$ cat src/rtl/dsc_pkg.sv
// Package for the digital system configuration block: register map, fields, timing.
// Assumes a 25 MHz system clock and a 32-bit APB register bus.
//
// Operation
// - Bit 7 set runs the watchdog timeout counter, clear stops it, and it resets to 0.
// - Bit 6 at 0 limits the check code to device words, at 1 it covers every frame bit.
// - Bits 5:4 select at least 6, 8, 10 or 12 ns before the done strobe, default 11.
// - Bits 3:2 select at least 6, 8, 10 or 12 ns before the data output floats, default 11.
// - Bit 0 set adds a check word to frames in both directions, default off.
// - With the check code on, only commands that pass the check are acted upon.
// - The register sits at address 0Ch and reads 3Ch after reset.
package dsc_pkg;

  // ****************************************************************
  // Register map.
  // ****************************************************************
  localparam logic [7:0]  DSC_CFG_ADDR  = 8'h0C;
  localparam logic [7:0]  DSC_CFG_RESET = 8'h3C;
  localparam int          DSC_WDT_BIT   = 7;
  localparam int          DSC_MODE_BIT  = 6;
  localparam int          DSC_DONE_MSB  = 5;
  localparam int          DSC_DONE_LSB  = 4;
  localparam int          DSC_FLT_MSB   = 3;
  localparam int          DSC_FLT_LSB   = 2;
  localparam int          DSC_FRAME_BIT = 1;
  localparam int          DSC_CRC_BIT   = 0;

  // ****************************************************************
  // Timing.
  // ****************************************************************
  localparam int          DSC_CLK_MHZ     = 25;
  localparam int          DSC_DLY00_NS    = 6;
  localparam int          DSC_DLY01_NS    = 8;
  localparam int          DSC_DLY10_NS    = 10;
  localparam int          DSC_DLY11_NS    = 12;
  localparam int          DSC_WDT_DEF_CYC = 1024;
  localparam int          DSC_CNT_W       = 4;

  typedef struct packed {
    logic       watchdog_enable_bit;
    logic       crc_all_bits;
    logic [1:0] done_delay_sel;
    logic [1:0] float_delay_sel;
    logic       frame_bit_a;
    logic       crc_enable;
  } dsc_cfg_t;

  // Least time in ns to whole clock cycles, rounded up, never below one.
  function automatic logic [DSC_CNT_W-1:0] dsc_ns_to_cyc(input int ns);
    int cyc;
    cyc = (ns * DSC_CLK_MHZ + 999) / 1000;
    if (cyc < 1)
    begin
      cyc = 1;
    end
    return cyc[DSC_CNT_W-1:0];
  endfunction

  // Delay code to cycle count; code 11 takes the longest figure.
  function automatic logic [DSC_CNT_W-1:0] dsc_sel_to_cyc(input logic [1:0] sel);
    logic [DSC_CNT_W-1:0] r;
    r = dsc_ns_to_cyc(DSC_DLY11_NS);
    unique case (sel)
      2'h0: r = dsc_ns_to_cyc(DSC_DLY00_NS);
      2'h1: r = dsc_ns_to_cyc(DSC_DLY01_NS);
      2'h2: r = dsc_ns_to_cyc(DSC_DLY10_NS);
      2'h3: r = dsc_ns_to_cyc(DSC_DLY11_NS);
    endcase
    return r;
  endfunction

endpackage

$ cat src/rtl/dsc_top.sv
// Digital system configuration register with APB access and the frame timing it steers.
// Assumes frame events and check results come from frame logic on the same clock.
`timescale 1ns/1ps
`default_nettype none
module dsc_top
#(
  parameter int WDT_TIMEOUT_CYC = dsc_pkg::DSC_WDT_DEF_CYC
)
(
  input  wire logic          clk,
  input  wire logic          rst_n,
  input  wire logic          psel,
  input  wire logic          penable,
  input  wire logic          pwrite,
  input  wire logic [31:0]   paddr,
  input  wire logic [31:0]   pwdata,
  input  wire logic [3:0]    pstrb,
  output logic [31:0]        prdata,
  output logic               pready,
  output logic               pslverr,
  output dsc_pkg::dsc_cfg_t  cfg,
  input  wire logic          frame_start,
  input  wire logic          last_bit_out,
  input  wire logic          cmd_valid,
  input  wire logic          cmd_crc_ok,
  output logic               cmd_accept,
  output logic               done_n,
  output logic               dout_oe,
  output logic               wdt_timeout
);

  // ****************************************************************
  // APB slave.
  // ****************************************************************
  logic [7:0]  cfg_ff;
  logic [7:0]  nxt_cfg;
  logic [31:0] nxt_prdata;
  logic        hit;
  logic        access;
  logic        setup;
  logic        wr_en;
  logic        rd_load;

  assign hit     = (paddr == {24'h000000, dsc_pkg::DSC_CFG_ADDR});
  assign access  = psel && penable;
  assign setup   = psel && !penable;
  assign wr_en   = access && pwrite && hit && pstrb[0];
  assign rd_load = setup && !pwrite && hit;
  assign pready  = 1'b1;
  assign pslverr = access && !hit;

  // Only the low byte lane reaches the register; the upper lanes are dropped.
  always_comb
  begin
    nxt_cfg = cfg_ff;
    if (wr_en)
    begin
      nxt_cfg = pwdata[7:0];
    end
  end

  always_ff @(posedge clk or negedge rst_n)
  begin
    if (!rst_n)
    begin
      cfg_ff <= dsc_pkg::DSC_CFG_RESET;
    end
    else
    begin
      cfg_ff <= nxt_cfg;
    end
  end

  // Read data is loaded in the setup cycle, so it stands through the access phase
  // with no wait state; any other setup cycle clears it.
  always_comb
  begin
    nxt_prdata = prdata;
    if (rd_load)
    begin
      nxt_prdata = {24'h000000, cfg_ff};
    end
    else if (setup)
    begin
      nxt_prdata = 32'h00000000;
    end
  end

  always_ff @(posedge clk or negedge rst_n)
  begin
    if (!rst_n)
    begin
      prdata <= 32'h00000000;
    end
    else
    begin
      prdata <= nxt_prdata;
    end
  end

  assign cfg.watchdog_enable_bit = cfg_ff[dsc_pkg::DSC_WDT_BIT];
  assign cfg.crc_all_bits        = cfg_ff[dsc_pkg::DSC_MODE_BIT];
  assign cfg.done_delay_sel      = cfg_ff[dsc_pkg::DSC_DONE_MSB:dsc_pkg::DSC_DONE_LSB];
  assign cfg.float_delay_sel     = cfg_ff[dsc_pkg::DSC_FLT_MSB:dsc_pkg::DSC_FLT_LSB];
  assign cfg.frame_bit_a         = cfg_ff[dsc_pkg::DSC_FRAME_BIT];
  assign cfg.crc_enable          = cfg_ff[dsc_pkg::DSC_CRC_BIT];

  // ****************************************************************
  // Command gating by the check code.
  // ****************************************************************
  // The check result must arrive in the same cycle as its command.
  logic nxt_cmd_accept;

  assign nxt_cmd_accept = cmd_valid && (!cfg.crc_enable || cmd_crc_ok);

  always_ff @(posedge clk or negedge rst_n)
  begin
    if (!rst_n)
    begin
      cmd_accept <= 1'b0;
    end
    else
    begin
      cmd_accept <= nxt_cmd_accept;
    end
  end

  // ****************************************************************
  // Done strobe and output float timing.
  // ****************************************************************
  // Both timers start on the last bit; each code rounds up to whole clocks, at least one.
  logic done_fire;
  logic float_fire;

  dsc_delay u_done_dly
  (
    .clk    (clk),
    .rst_n  (rst_n),
    .start  (last_bit_out),
    .cycles (dsc_pkg::dsc_sel_to_cyc(cfg.done_delay_sel)),
    .fire   (done_fire)
  );

  dsc_delay u_float_dly
  (
    .clk    (clk),
    .rst_n  (rst_n),
    .start  (last_bit_out),
    .cycles (dsc_pkg::dsc_sel_to_cyc(cfg.float_delay_sel)),
    .fire   (float_fire)
  );

  // The done strobe stays low until the next frame opens.
  always_ff @(posedge clk or negedge rst_n)
  begin
    if (!rst_n)
    begin
      done_n <= 1'b1;
    end
    else if (frame_start)
    begin
      done_n <= 1'b1;
    end
    else if (done_fire)
    begin
      done_n <= 1'b0;
    end
  end

  // The data output is driven from frame start until the float delay runs out.
  always_ff @(posedge clk or negedge rst_n)
  begin
    if (!rst_n)
    begin
      dout_oe <= 1'b0;
    end
    else if (frame_start)
    begin
      dout_oe <= 1'b1;
    end
    else if (float_fire)
    begin
      dout_oe <= 1'b0;
    end
  end

  // ****************************************************************
  // Watchdog timeout counter.
  // ****************************************************************
  // A frame restarts the count, so frames no more than WDT_TIMEOUT_CYC cycles apart never time out.
  logic [31:0] wdt_cnt_ff;
  logic        wdt_clear;
  logic        wdt_expire;

  assign wdt_clear  = !cfg.watchdog_enable_bit || frame_start;
  assign wdt_expire = (wdt_cnt_ff >= 32'(WDT_TIMEOUT_CYC - 1));

  always_ff @(posedge clk or negedge rst_n)
  begin
    if (!rst_n)
    begin
      wdt_cnt_ff  <= 32'h00000000;
      wdt_timeout <= 1'b0;
    end
    else
    begin
      wdt_timeout <= 1'b0;
      if (wdt_clear)
      begin
        wdt_cnt_ff <= 32'h00000000;
      end
      else if (wdt_expire)
      begin
        wdt_cnt_ff  <= 32'h00000000;
        wdt_timeout <= 1'b1;
      end
      else
      begin
        wdt_cnt_ff <= wdt_cnt_ff + 32'h00000001;
      end
    end
  end

endmodule // dsc_top
`default_nettype wire

$ cat src/rtl/dsc_delay.sv
// Programmable one-shot delay: fires one pulse a given number of cycles after start.
// Assumes start and count come from logic on the same clock.
`timescale 1ns/1ps
`default_nettype none
module dsc_delay
(
  input  wire logic                        clk,
  input  wire logic                        rst_n,
  input  wire logic                        start,
  input  wire logic [dsc_pkg::DSC_CNT_W-1:0] cycles,
  output logic                             fire
);

  logic [dsc_pkg::DSC_CNT_W-1:0] cnt_ff;
  logic                          busy_ff;

  always_ff @(posedge clk or negedge rst_n)
  begin
    if (!rst_n)
    begin
      cnt_ff  <= '0;
      busy_ff <= 1'b0;
      fire    <= 1'b0;
    end
    else
    begin
      fire <= 1'b0;
      if (start)
      begin
        cnt_ff  <= cycles - 4'h1;
        busy_ff <= (cycles > 4'h1);
        fire    <= (cycles <= 4'h1);
      end
      else if (busy_ff)
      begin
        cnt_ff <= cnt_ff - 4'h1;
        if (cnt_ff <= 4'h1)
        begin
          busy_ff <= 1'b0;
          fire    <= 1'b1;
        end
      end
    end
  end

endmodule // dsc_delay
`default_nettype wire

$ cat config.mk
export PLATFORM = sky130hd
export DESIGN_NAME = dsc_top
export DESIGN_NICKNAME = d
export VERILOG_FILES = /design/src/rtl/dsc_pkg.sv /design/src/rtl/dsc_top.sv /design/src/rtl/dsc_delay.sv
export SDC_FILE = /design/constraint.sdc
export NUM_CORES = 1
export LEC_CHECK = 0
export BUFFER_PORTS_ARGS = -buffer_cell sky130_fd_sc_hd__buf_2
export CAP_MARGIN = 20
export CORE_UTILIZATION = 30
export CTS_BUF_LIST = sky130_fd_sc_hd__clkbuf_8
export DETAILED_ROUTE_END_ITERATION = 8
export MAX_ROUTING_LAYER = met4
export PLACE_DENSITY = 0.61
export RECOVER_POWER = 25
export SLEW_MARGIN = 20
export SYNTH_ARGS = -nofsm -noshare
export SYNTH_HDL_FRONTEND = slang
export SYNTH_SLANG_ARGS = --single-unit
$ cat constraint.sdc
create_clock -name clk -period 2 [get_ports clk]
set_input_delay 0.2 -clock clk [delete_from_list [all_inputs] [get_ports clk]]
set_output_delay 0.2 -clock clk [all_outputs]
set_load 0.02 [all_outputs]
# Yosys cells after proc, flatten, opt, wreduce, memory -nomap -nowiden
# Cells that the tools add are included.
# Widths: inputs -> output; s select.
op_classes:
  n_addsub: 5
  mul: 0
  n_div: 0
  magnitude_cmp: 7
  eq_ne: 7
  shift: 0
  muxes: 28
  bitwise_logic: 0
  n_reduce_logical: 25
ops:
  columns: ["operator", "count"]
  rows:
  - ["$mux 32", 4]
  - ["$add 32x1->32 const B", 1]
  - ["$eq 32x4->1 const B", 1]
  - ["$ge 32x10->1 const B", 1]
  - ["$mux 4", 6]
  - ["$mux 1", 18]
  - ["$le 4x1->1 const B", 4]
  - ["$sub 4x1->4 const B", 4]
  - ["$reduce_bool 2->1", 5]
  - ["$logic_and 1x1->1", 9]
  - ["$eq 2x2->1 const B", 4]
  - ["$gt 4x1->1 const B", 2]
  - ["$reduce_or 4->1", 2]
  - ["$logic_not 1->1", 5]
  - ["$eq 2x1->1 const B", 2]
  - ["$logic_not 2->1", 2]
  - ["$logic_or 1x1->1", 2]
word_totals:
  reg_bits: 88
  latchBits: 0
  ramBits: 0
  rom_bits: 0
  in_bits: 77
  out_inout_bits: 46
  mem_count: 0

# Depth between registers and ports, before layout
# Gate-level depths: netlist of the first run.
depth:
  word_depth: 5
  depth_mapped: 5

# Hierarchy
# Synthesis of the first run repeated with hierarchy kept, for this count alone.
hier_totals:
  cells_unflattened: 250
  area_unflattened_um2: 2925.3
modules_own_cells:
  columns: ["mod", "n_inst", "cells_each", "area_per_inst_um2", "seq_area_each_um2"]
  rows:
  - ["dsc_top", 1, 174, 2154.6, 1307.5]
  - ["dsc_delay", 2, 38, 385.4, 150.1]

# Least setup slack after synthesis of the first run
# OpenSTA, ideal clock, no wires.
synth_path:
  path_kind: "reg2reg"
  from: "reg wdt_cnt_ff[25]"
  to: "reg wdt_timeout"
  setup_time_ns: 0.119
  arrival_time_ns: 1.454
  path_slack_ns: 0.427
  stages_incl_launch_ff: 5
  synth_period_minus_slack_ns: 1.573
  cell_sequence: "dfrtp_1 > or4_1 > nor4_1 > nand3_1 > and2_1"
synth_via:
  elab_chain_len: 3
synth_rtl:
  columns: ["element", "line", "source"]
  rows:
  - ["from (decl)", "dsc_top.sv:191", "logic [31:0] wdt_cnt_ff;"]
  - ["from (signal assigned)", "dsc_top.sv:219", "wdt_cnt_ff <= wdt_cnt_ff + 32'h00000001;"]
  - ["$ge 32x10->1", "dsc_top.sv:196", "assign wdt_expire = (wdt_cnt_ff >= 32'(WDT_TIMEOUT_CYC - 1));"]
  - ["$mux 1", "dsc_top.sv:212", "else if (wdt_expire)"]
  - ["$mux 1", "dsc_top.sv:208", "if (wdt_clear)"]
  - ["to (signal assigned)", "dsc_top.sv:203", "wdt_timeout <= 1'b0;"]
  - ["to (signal assigned)", "dsc_top.sv:207", "wdt_timeout <= 1'b0;"]
  - ["to (signal assigned)", "dsc_top.sv:215", "wdt_timeout <= 1'b1;"]
  - ["to (decl)", "dsc_top.sv:29", "output logic wdt_timeout"]
# Every way passes these cells.
# A chain may end at the register's enable or synchronous reset.

# Worst setup path in the final report of the first run
layout_path:
  from: "reg wdt_cnt_ff[25]"
  to: "reg wdt_cnt_ff[5]"
layout_via:
  elab_chain_len: 3
layout_rtl:
  columns: ["element", "line"]
  rows:
  - ["$ge 32x10->1", "dsc_top.sv:196"]
  - ["$mux 32", "dsc_top.sv:212"]
  - ["$mux 32", "dsc_top.sv:208"]
# Every way passes these cells.

==> results of run 1 <==
## worst max-delay path, cell delays in order, from the launching register on
cell and delay (ps):
dfrtp_1 350, or4_1 570, nor4_2 310, nand4_2 260, nor2_1 190
## cells by family (layout without fill, tap and decap cells)
family	after synthesis	count (layout)	share of synthesized area, %
xor+xnor	14	14	4.51
fa+ha+maj	5	5	2.30
simple gates	80	80	17.0
flops	64	64	59.2
compound gates	15	15	4.60
buf+inv	36	100	8.43
mux	9	9	3.73
other cells	2	47	0.276
## power by group through the flow
stage | sequential [mW] | clock, mW | combinational, mW
after CTS | 1.33 | 1.24 | 0.165
after floorplan | 1.36 | 0 | 0.104
after global placement | 1.35 | 0 | 0.161
final | 1.33 | 1.20 | 0.161
after detailed placement | 1.35 | 0 | 0.162
after global routing | 1.33 | 1.31 | 0.183
## metal layers
metal | vias up | share of wire (%) | track usage (%)
li1 | 904 | - | -
met2 | 69 | 50 | 18.5
met4 | 0 | 1.5 | 3.79
met3 | 7 | 6.8 | 5.18
met1 | 874 | 41 | 12.3
met5 | - | 0 | -
## layout by cell type, fill, tap and decap left out, drive strengths merged, types with 2 or more instances in the layout
master	instances
nand4	4
nor4	8
nor4b	4
nor2	23
and2	9
clkbuf	11
a31o	8
nor2b	2
bufinv	2
or4	5
buf	73
nand3	8
nor3	7
nor3b	2
mux2	9
xnor2	10
nand2	4
clkinv	3
dfstp	5
conb	47
xor2	4
dfrtp	59
a21o	4
ha	5
inv	9
## worst max-delay path by stage
| stage | startpoint | slack, ps | end |
|---|---|---|---|
| 5_1_grt | wdt_cnt_ff[25] | 100 | wdt_cnt_ff[5] |
| 2_1_floorplan | wdt_cnt_ff[25] | 430 | wdt_timeout |
| 6_report | wdt_cnt_ff[25] | 250 | wdt_cnt_ff[5] |
| 3_3_place_gp | paddr[5] | 250 | cfg[0] |
| 4_1_cts | wdt_cnt_ff[25] | 200 | wdt_cnt_ff[5] |
| 3_5_place_dp | wdt_cnt_ff[25] | 260 | wdt_cnt_ff[5] |
## repair_timing
action                                 4_1_cts  5_1_grt
endpoints found under the hold margin       14        0
hold buffers                                 1        0
setup endpoints to repair                    0        0
## flip-flops by register name (all words and copies together) (netlist names)
signal and flops:
u_done_dly.busy_ff 1, cmd_accept 1, wdt_cnt_ff 32, dout_oe 1, done_n 1, u_done_dly.fire 1, prdata 8, u_float_dly.cnt_ff 4
cfg 8, u_float_dly.busy_ff 1, u_done_dly.cnt_ff 4, u_float_dly.fire 1, wdt_timeout 1
## metrics by stage
stage	utilization (%)	power [mW]	cells	worst slack [ps]	hold WS, ps
finish	39.3	2.69	442	248	91.7
global route	39.3	2.82	442	102	76.8
CTS	39.4	2.73	442	202	80.7
detailed placement	36.7	1.52	425	256	156
global placement	36.7	1.51	425	246	165
floorplan	-	1.46	270	427	-95.6
## final cells by class
cell class,instances,area [sq um]
Fill cell,861,5320
Sequential cell,64,1610
Multi-Input combinational cell,170,1050
Timing Repair Buffer,75,402
Clock buffer,10,138
Tap cell,108,135
Clock inverter,6,82.6
Inverter,9,33.8
==> impl_results.md, run 1 <==
- CTS sink cnt: between 60 and 70
- RSZ-0062 raised after global routing: false
- Post-synth top cells: dfrtp_1, buf_4, nor2_1, xnor2_1
- P_leak: approximately 1.7 nW
- Cell Rows: 34
- Die Ht: 97.2 microns
- Sequential area share after synthesis: ~60%
- Slew Limit Fails: 0
- Share of power burned in registers: about half
- Core area: approximately 8800 sq um
- N_diodes: 0
- Tot GR Track Use: 11.3%
- Synth top area share: ~54%
- Post-Syn Area: 2720 sq um
- Worst skew pair latency: ~330 ps
- R2R Setup Slk: ~250 ps
- Clk pwr share: 44.6%
- WHS Path Cells: 2
- Setup crit start kind: register
- Post-DRT Antenna Nets: 0
- Reg2reg start: wdt_cnt_ff[25]
- CTS Buf Count: 9
- R2r endpoint: wdt_cnt_ff[5]
- EDFF count, synth: 0
- Crit Path Category: reg -> reg
- Layout cells sized above 1: a little over a third
- Hold path endpoint: dout_oe
- Status: finished clean
- Via-per-instance ratio: roughly 4.2
- DR DRC count: 0
- Layout Skew: around 5.5 ps
- PostCTS Resize Cnt: 0
- DRT iter0 DRCs: 34
- P_sw: a little under 0.6 mW
- Final min period: about 1800 ps
- Period utilization: 87.6%
- Hold WC Path Type: in -> reg
- R2R cell count: 4
- Gate Count Post-Synth: ~230
- Worst setup EP type: register
- Synth warnings: 0
- Worst-path clk slew: 70 ps
- Placer Congestion: around 0.75
- Via count: roughly 1900
- Combinational power share: around 6.0%
- Pwr dens: between 700 and 800 nW/um^2
- Die Width: ~97 microns
- CP arrival: approximately 2000 ps
- Initial antenna violation count: 0
- Top cells by area in the synthesized netlist: dfrtp_1, buf_4, dfstp_2
- Fin. Hold Viols: 0
- Design Area, Final: around 3400 sq um
- Slew headroom: a little over a third
- Synth Flop Type: dfrtp_1
- Mean routed wirelength per cell: roughly 10 microns
- Switch share: a little over a fifth
- Pre-Repair DR Iteration Count: 3
- Ys async rst share: 100%
- Synth area leader: dfrtp_1
- Die area: roughly 9400 sq um
- Max Root-Sink Buffers: 2
- Max Cap Viol: 0
- First-pass GRT wire length: around 8000 microns
- Post-DP HPWL: 3480 microns
- P&R area growth vs syn: 26.9%
- Slew @ Worst Pin: 965 ps
- Fmax: roughly 570 MHz
- Initial core utilization: between 30% and 40%
- Count leader, synth: dfrtp_1
- Post-DP Area: 3220 sq um
- Hold path start: frame_start
- Peak supply drop: roughly 0.31 mV
- Final setup fails: 0
- Congestion Overflow GR: 0
- Syn avg cell area: approximately 12 sq um
- Largest net degree at the start of global routing: 29
- Root Driver: clkbuf_8
- Final WL: between 4000 and 5000 microns
- CTS tree: yes
- TNS Setup: 0 ps
- Crit-path max FO: 8
- Synthesis-stage register bit count: 64
- Post-CTS Setup Repair Bufs: 0
- Data required, critical path: about 2300 ps
- Vias in the first global route: ~1800
- Internal power: between 2 and 2.5 mW
- I/O Pins: 123
- Htree depth: 3
- PortBufs: 70
- Final-stage net count: roughly 410
- Yosys cell types: 35
No activity file was read; power rests on OpenSTA's default activity.
==> run 2: changes to the inputs <==
--- a/config.mk
+++ b/config.mk
@@ -11,7 +11,7 @@
 export CTS_BUF_LIST = sky130_fd_sc_hd__clkbuf_8
 export DETAILED_ROUTE_END_ITERATION = 8
 export MAX_ROUTING_LAYER = met4
-export PLACE_DENSITY = 0.61
+export PLACE_DENSITY = 0.54
 export RECOVER_POWER = 25
 export SLEW_MARGIN = 20
 export SYNTH_ARGS = -nofsm -noshare
==> impl_results.md, run 2 (synthesis gave the netlist of run 1 again) <==
- Die Ht: 97.2 microns (unchanged)
- Fill cells: 866 (was 861)
- Worst skew pair latency: 340 ps (was 330 ps)
- Fin. Hold Viols: 0 (unchanged)
- CTS tree: yes (unchanged)
- Most common cell after layout, fill and taps aside: buf_2 (unchanged)
- Hold WC Path Type: in -> reg (unchanged)
- Vias in the first global route: 1823 (was 1848)
- TNS Setup: 0 ps (unchanged)
- PortBufs: 70 (unchanged)
- Area of the multi-input gates: 1050 sq um (unchanged)
- Worst path cell trace: or4_1, nor4_2, nand4_2, nor2_1 (unchanged)
- Max Root-Sink Buffers: 2 (unchanged)
- CP max stage cell: or4_1 (unchanged)
- DR DRC count: 0 (unchanged)
- Die area: 9440 sq um (unchanged)
- Post-DP HPWL: 3320 microns (was 3480 microns)
- CTS Buf Count: 9 (unchanged)
- Final WL: 4670 microns (was 4630 microns)
- Internal power: 2.13 mW (was 2.11 mW)
- Fmax: 573 MHz (was 571 MHz)
- Pwr dens: 789 nW/um^2 (was 781 nW/um^2)
- Peak supply drop: 0.437 mV (was 0.313 mV)
- # placed instances: 425 (unchanged)
- Tot GR Track Use: 11.3% (about the same)
- Htree depth: 3 (unchanged)
- Core area: 8760 sq um (unchanged)
- Period utilization: 87.3% (was 87.6%)
- Commonest non-fill, non-tap cells in the layout: buf_2, dfrtp_1, conb_1 (unchanged)
- Setup crit start kind: register (unchanged)
- Placer Congestion: 0.721 (was 0.749)
- Post-DP Area: 3220 sq um (unchanged)
- Via-per-instance ratio: 4.27 (was 4.19)
- Pre-Repair DR Iteration Count: 4 (was 3)
- Slew @ Worst Pin: 1370 ps (was 965 ps)
- Max Cap Viol: 0 (unchanged)
- DRT iter0 DRCs: 57 (was 34)
- Worst-path clk slew: 70 ps (about the same)
- CP arrival: 2010 ps (was 2000 ps)
- Switch share: 21.5% (was 21.8%)
- Final setup fails: 0 (unchanged)
- Status: finished clean (unchanged)
- Max FFs per register: 32 (unchanged)
- Cell Rows: 34 (unchanged)
- P&R area growth vs syn: 26.5% (was 26.9%)
- Register Area: 1610 sq um (unchanged)
- Via count: 1886 (was 1854)
- Slew headroom: 8.52% (was 35.7%)
- Crit path largest cell delay: 560 ps (was 570 ps)
- Clk pwr share: 45.2% (was 44.6%)
- Worst setup EP type: register (unchanged)
- I/O Pins: 123 (unchanged)
- Final-stage net count: 411 (unchanged)
- Crit path max-delay family: simple AND/OR/NAND/NOR gates (unchanged)
- Register bank with the most flops: wdt_cnt_ff (unchanged)
- Crit-path max FO: 8 (unchanged)
- Final min period: 1750 ps (about the same)
- Design Area, Final: 3440 sq um (was 3450 sq um)
- Post-DRT Antenna Nets: 0 (unchanged)
- Die Width: 97.2 microns (unchanged)
- N_diodes: 0 (unchanged)
- Util after Layout: 39.2% (was 39.3%)
- Mean routed wirelength per cell: 10.6 microns (was 10.5 microns)
- Initial antenna violation count: 0 (unchanged)
- Largest net degree at the start of global routing: 65 (was 29)
- Root Driver: clkbuf_8 (unchanged)
- Finished Layout Cells: 442 (unchanged)
- Buf/Inv on CP: 0 (unchanged)
- CTS sink cnt: 64 (unchanged)
- P_leak: 1.73 nW (was 1.72 nW)
- Share of power burned in registers: 49.0% (was 49.4%)
- RSZ-0062 raised after global routing: false (unchanged)
- P_sw: 0.582 mW (was 0.586 mW)
- Crit Path Category: reg -> reg (unchanged)
- Initial core utilization: 31.0% (unchanged)
- First-pass GRT wire length: 8050 microns (was 8210 microns)
- Layout cells sized above 1: 34.4% (was 34.7%)
- Combinational power share: 5.7% (was 6.0%)
- Slew Limit Fails: 0 (unchanged)
- Congestion Overflow GR: 0 (unchanged)
- Layout Skew: 8.67 ps (was 5.52 ps)
- Data required, critical path: 2270 ps (was 2250 ps)
-- run 2: cell types whose count changed in the layout (fill, tap and decap cells not counted) --
cell / previous run / this run
buf_12: 1 / 0
buf_2: 69 / 71
clkbuf_1: 1 / 0
clkbuf_8: 10 / 11
clkinv_2: 3 / 1
clkinvlp_4: 1 / 0
inv_1: 9 / 11
-- run 2: final cells by class --
class	instances	share of cell area [%]
inverter	9	0.983
sequential	64	46.8
tap	108	3.93
timing repair buffer	75	11.3
clock inverter	5	2.11
multi-input combinational	170	30.5
clock buffer	11	4.40
-- run 2: power by group through the flow --
stage                     logic, mW  clock network (mW)  registers [mW]
after floorplan               0.104                   0            1.36
after global placement        0.160                   0            1.35
after detailed placement      0.162                   0            1.35
after CTS                     0.163                1.27            1.33
after global routing          0.176                1.33            1.33
final                         0.156                1.23            1.33
-- run 2: worst register-to-register path, stage by stage (launching register included) --
cell	delay, ps
dfrtp_1	360
or4_1	560
nor4_2	300
nand4_2	270
nor2_1	170
-- run 2: timing repair --
action / CTS / global route
resized for setup: 0 / 0
endpoints found under the hold margin: 59 / 0
buffers inserted: 0 / 0
hold buffers: 1 / 0
setup endpoints to repair: 0 / 0
-- run 2: final timing paths --
path / start / endpoint / slack (ps) / cells after the start
min reg2reg: dout_oe / dout_oe / 480 / 1
max: wdt_cnt_ff[25] / wdt_cnt_ff[6] / 250 / 4
min in group asynchronous: rst_n / wdt_cnt_ff[24] / 800 / 3
max in group asynchronous: rst_n / cfg[7] / 370 / 3
max reg2reg: wdt_cnt_ff[25] / wdt_cnt_ff[6] / 250 / 4
min: pwdata[0] / cfg[0] / 90 / 2
-- run 2: through the flow --
step / hold slack, ps / total power [mW] / setup slack (ps)
6_report: 88.9 / 2.71 / 254
5_1_grt: 70.4 / 2.84 / 50.7
4_1_cts: 72.2 / 2.76 / 216
3_5_place_dp: 246 / 1.52 / 203
3_3_place_gp: 243 / 1.51 / 234
2_1_floorplan: -95.6 / 1.46 / 427
-- run 2: layer usage --
layer,track usage (%),wire (microns),up-vias
met5,-,0,-
met4,4.82,99,0
li1,-,-,905
met2,18.0,2210,71
met3,4.96,290,9
met1,12.3,2070,901
==> run 3: changes to the inputs <==
--- a/config.mk
+++ b/config.mk
@@ -7,6 +7,7 @@
 export LEC_CHECK = 0
 export BUFFER_PORTS_ARGS = -buffer_cell sky130_fd_sc_hd__buf_2
 export CAP_MARGIN = 20
+export CORE_ASPECT_RATIO = 0.7
 export CORE_UTILIZATION = 30
 export CTS_BUF_LIST = sky130_fd_sc_hd__clkbuf_8
 export DETAILED_ROUTE_END_ITERATION = 8
==> impl_results.md, run 3 (synthesis gave the netlist of run 1 again) <==
- Slew @ Worst Pin: 1370 ps (about the same)
- TNS Setup: 0 ps (unchanged)
- Initial core utilization: 31.5% (was 31.0%)
- Buf/Inv on CP: 0 (unchanged)
- Register bank with the most flops: wdt_cnt_ff (unchanged)
- PortBufs: 70 (unchanged)
- Hold WC Path Type: in -> reg (unchanged)
- CTS sink cnt: 64 (unchanged)
- Max Root-Sink Buffers: 2 (unchanged)
- CTS Buf Count: 9 (unchanged)
- Crit path largest cell delay: 560 ps (about the same)
- Die Width: 116 microns (was 97.2 microns)
- Pwr dens: 782 nW/um^2 (was 789 nW/um^2)
- Pre-Repair DR Iteration Count: 4 (unchanged)
- Vias in the first global route: 1732 (was 1823)
- Worst setup EP type: register (unchanged)
- DR DRC count: 0 (unchanged)
- Fmax: 580 MHz (was 573 MHz)
- N_diodes: 0 (unchanged)
- RSZ-0062 raised after global routing: false (unchanged)
- Via count: 1845 (was 1886)
- Fin. Hold Viols: 0 (unchanged)
- Final-stage net count: 411 (unchanged)
- I/O Pins: 123 (unchanged)
- Post-DP HPWL: 3550 microns (was 3320 microns)
- Die Ht: 81.6 microns (was 97.2 microns)
- Post-DRT Antenna Nets: 0 (unchanged)
- Worst path cell trace: or4_1, nor4_2, nand4_2, nor2_1 (unchanged)
- Post-DP Area: 3230 sq um (was 3220 sq um)
- CP arrival: 1990 ps (was 2010 ps)
- Max Cap Viol: 0 (unchanged)
- Slew Limit Fails: 0 (unchanged)
- Post-CTS Setup Repair Bufs: 0 (unchanged)
- Htree depth: 3 (unchanged)
- Layout Skew: 7.15 ps (was 8.67 ps)
- Crit Path Category: reg -> reg (unchanged)
- Tot GR Track Use: 11.9% (was 11.3%)
- Worst skew pair latency: 340 ps (about the same)
- Congestion Overflow GR: 0 (unchanged)
- DRT iter0 DRCs: 47 (was 57)
- Layout cells sized above 1: 35.0% (was 34.4%)
- Status: finished clean (unchanged)
- CTS tree: yes (unchanged)
- Most common cell after layout, fill and taps aside: buf_2 (unchanged)
- Initial antenna violation count: 0 (unchanged)
- Final min period: 1720 ps (was 1750 ps)
- Die area: 9450 sq um (was 9440 sq um)
- Via-per-instance ratio: 4.06 (was 4.27)
- Largest net degree at the start of global routing: 65 (unchanged)
- P_leak: 1.72 nW (was 1.73 nW)
- Final WL: 4850 microns (was 4670 microns)
- Period utilization: 86.2% (was 87.3%)
- Data required, critical path: 2270 ps (about the same)
- Worst-path clk slew: 70 ps (about the same)
- PostCTS Resize Cnt: 0 (unchanged)
- Peak supply drop: 0.435 mV (was 0.437 mV)
- Fill cells: 851 (was 866)
- Root Driver: clkbuf_8 (unchanged)
- First-pass GRT wire length: 7800 microns (was 8050 microns)
- Final setup fails: 0 (unchanged)
- Crit path max-delay family: simple AND/OR/NAND/NOR gates (unchanged)
- Slew headroom: 8.58% (was 8.52%)
- Max FFs per register: 32 (unchanged)
- Cell Rows: 28 (was 34)
- Crit-path max FO: 8 (unchanged)
- Commonest non-fill, non-tap cells in the layout: buf_2, dfrtp_1, conb_1 (unchanged)
- Design Area, Final: 3450 sq um (was 3440 sq um)
- Setup crit start kind: register (unchanged)
- Placer Congestion: 0.733 (was 0.721)
- CP max stage cell: or4_1 (unchanged)
- Core area: 8620 sq um (was 8760 sq um)
- P&R area growth vs syn: 26.9% (was 26.5%)
- Mean routed wirelength per cell: 10.7 microns (was 10.6 microns)
==> run 3: stage by stage <==
step	setup WS (ps)	power [mW]	cells	hold WS (ps)	util, %
5_1_grt	98.7	2.84	454	61.6	40.0
3_5_place_dp	230	1.52	437	240	37.5
4_1_cts	219	2.76	454	57.2	40.2
6_report	275	2.70	454	86.9	40.0
2_1_floorplan	427	1.46	270	-95.6	-
3_3_place_gp	223	1.52	437	236	37.5
==> run 3: final timing paths <==
check                              endpoint  depth (start not counted)      startpoint  slack (ps)
min reg2reg                   wdt_cnt_ff[0]                          1   wdt_cnt_ff[0]         490
max                           wdt_cnt_ff[7]                          4  wdt_cnt_ff[25]         280
max in group asynchronous        cmd_accept                          3           rst_n         370
min                                  cfg[0]                          2       pwdata[0]          90
min in group asynchronous  u_float_dly.fire                          3           rst_n         800
max reg2reg                   wdt_cnt_ff[7]                          4  wdt_cnt_ff[25]         280
==> run 3: area by class of cell <==
cell class	count	area [sq um]	area share (%)
clock inverter	6	82.6	2.39
sequential	64	1610	46.6
tap	120	150	4.35
clock buffer	10	138	3.99
multi-input combinational	170	1050	30.4
inverter	9	33.8	0.979
timing repair buffer	75	388	11.2
==> run 3: metal layers <==
layer  vias to the layer above  GRT usage, %  share of wire (%)
met5                         -             -                  0
met4                         0          4.62                1.5
met3                         5          6.72                7.8
met2                        64          17.3                 45
met1                       871          13.5                 46
li1                        905             -                  -
==> run 3: worst register-to-register path, cell delays in order, from the launching register on <==
cell and delay, ps:
dfrtp_1 360, or4_1 560, nor4_2 290, nand4_2 280, nor2_1 180
==> run 3: timing repair <==
item | in CTS | in global routing
hold buffers | 1 | 0
hold endpoints to repair | 59 | 0
setup endpoints to repair | 0 | 0
==> run 3: power by group <==
group	switching, mW	leakage (nW)	internal (mW)
Sequential	0.00685	0.815	1.32
Combinational	0.108	0.791	0.0488
Clock	0.483	0.112	0.728
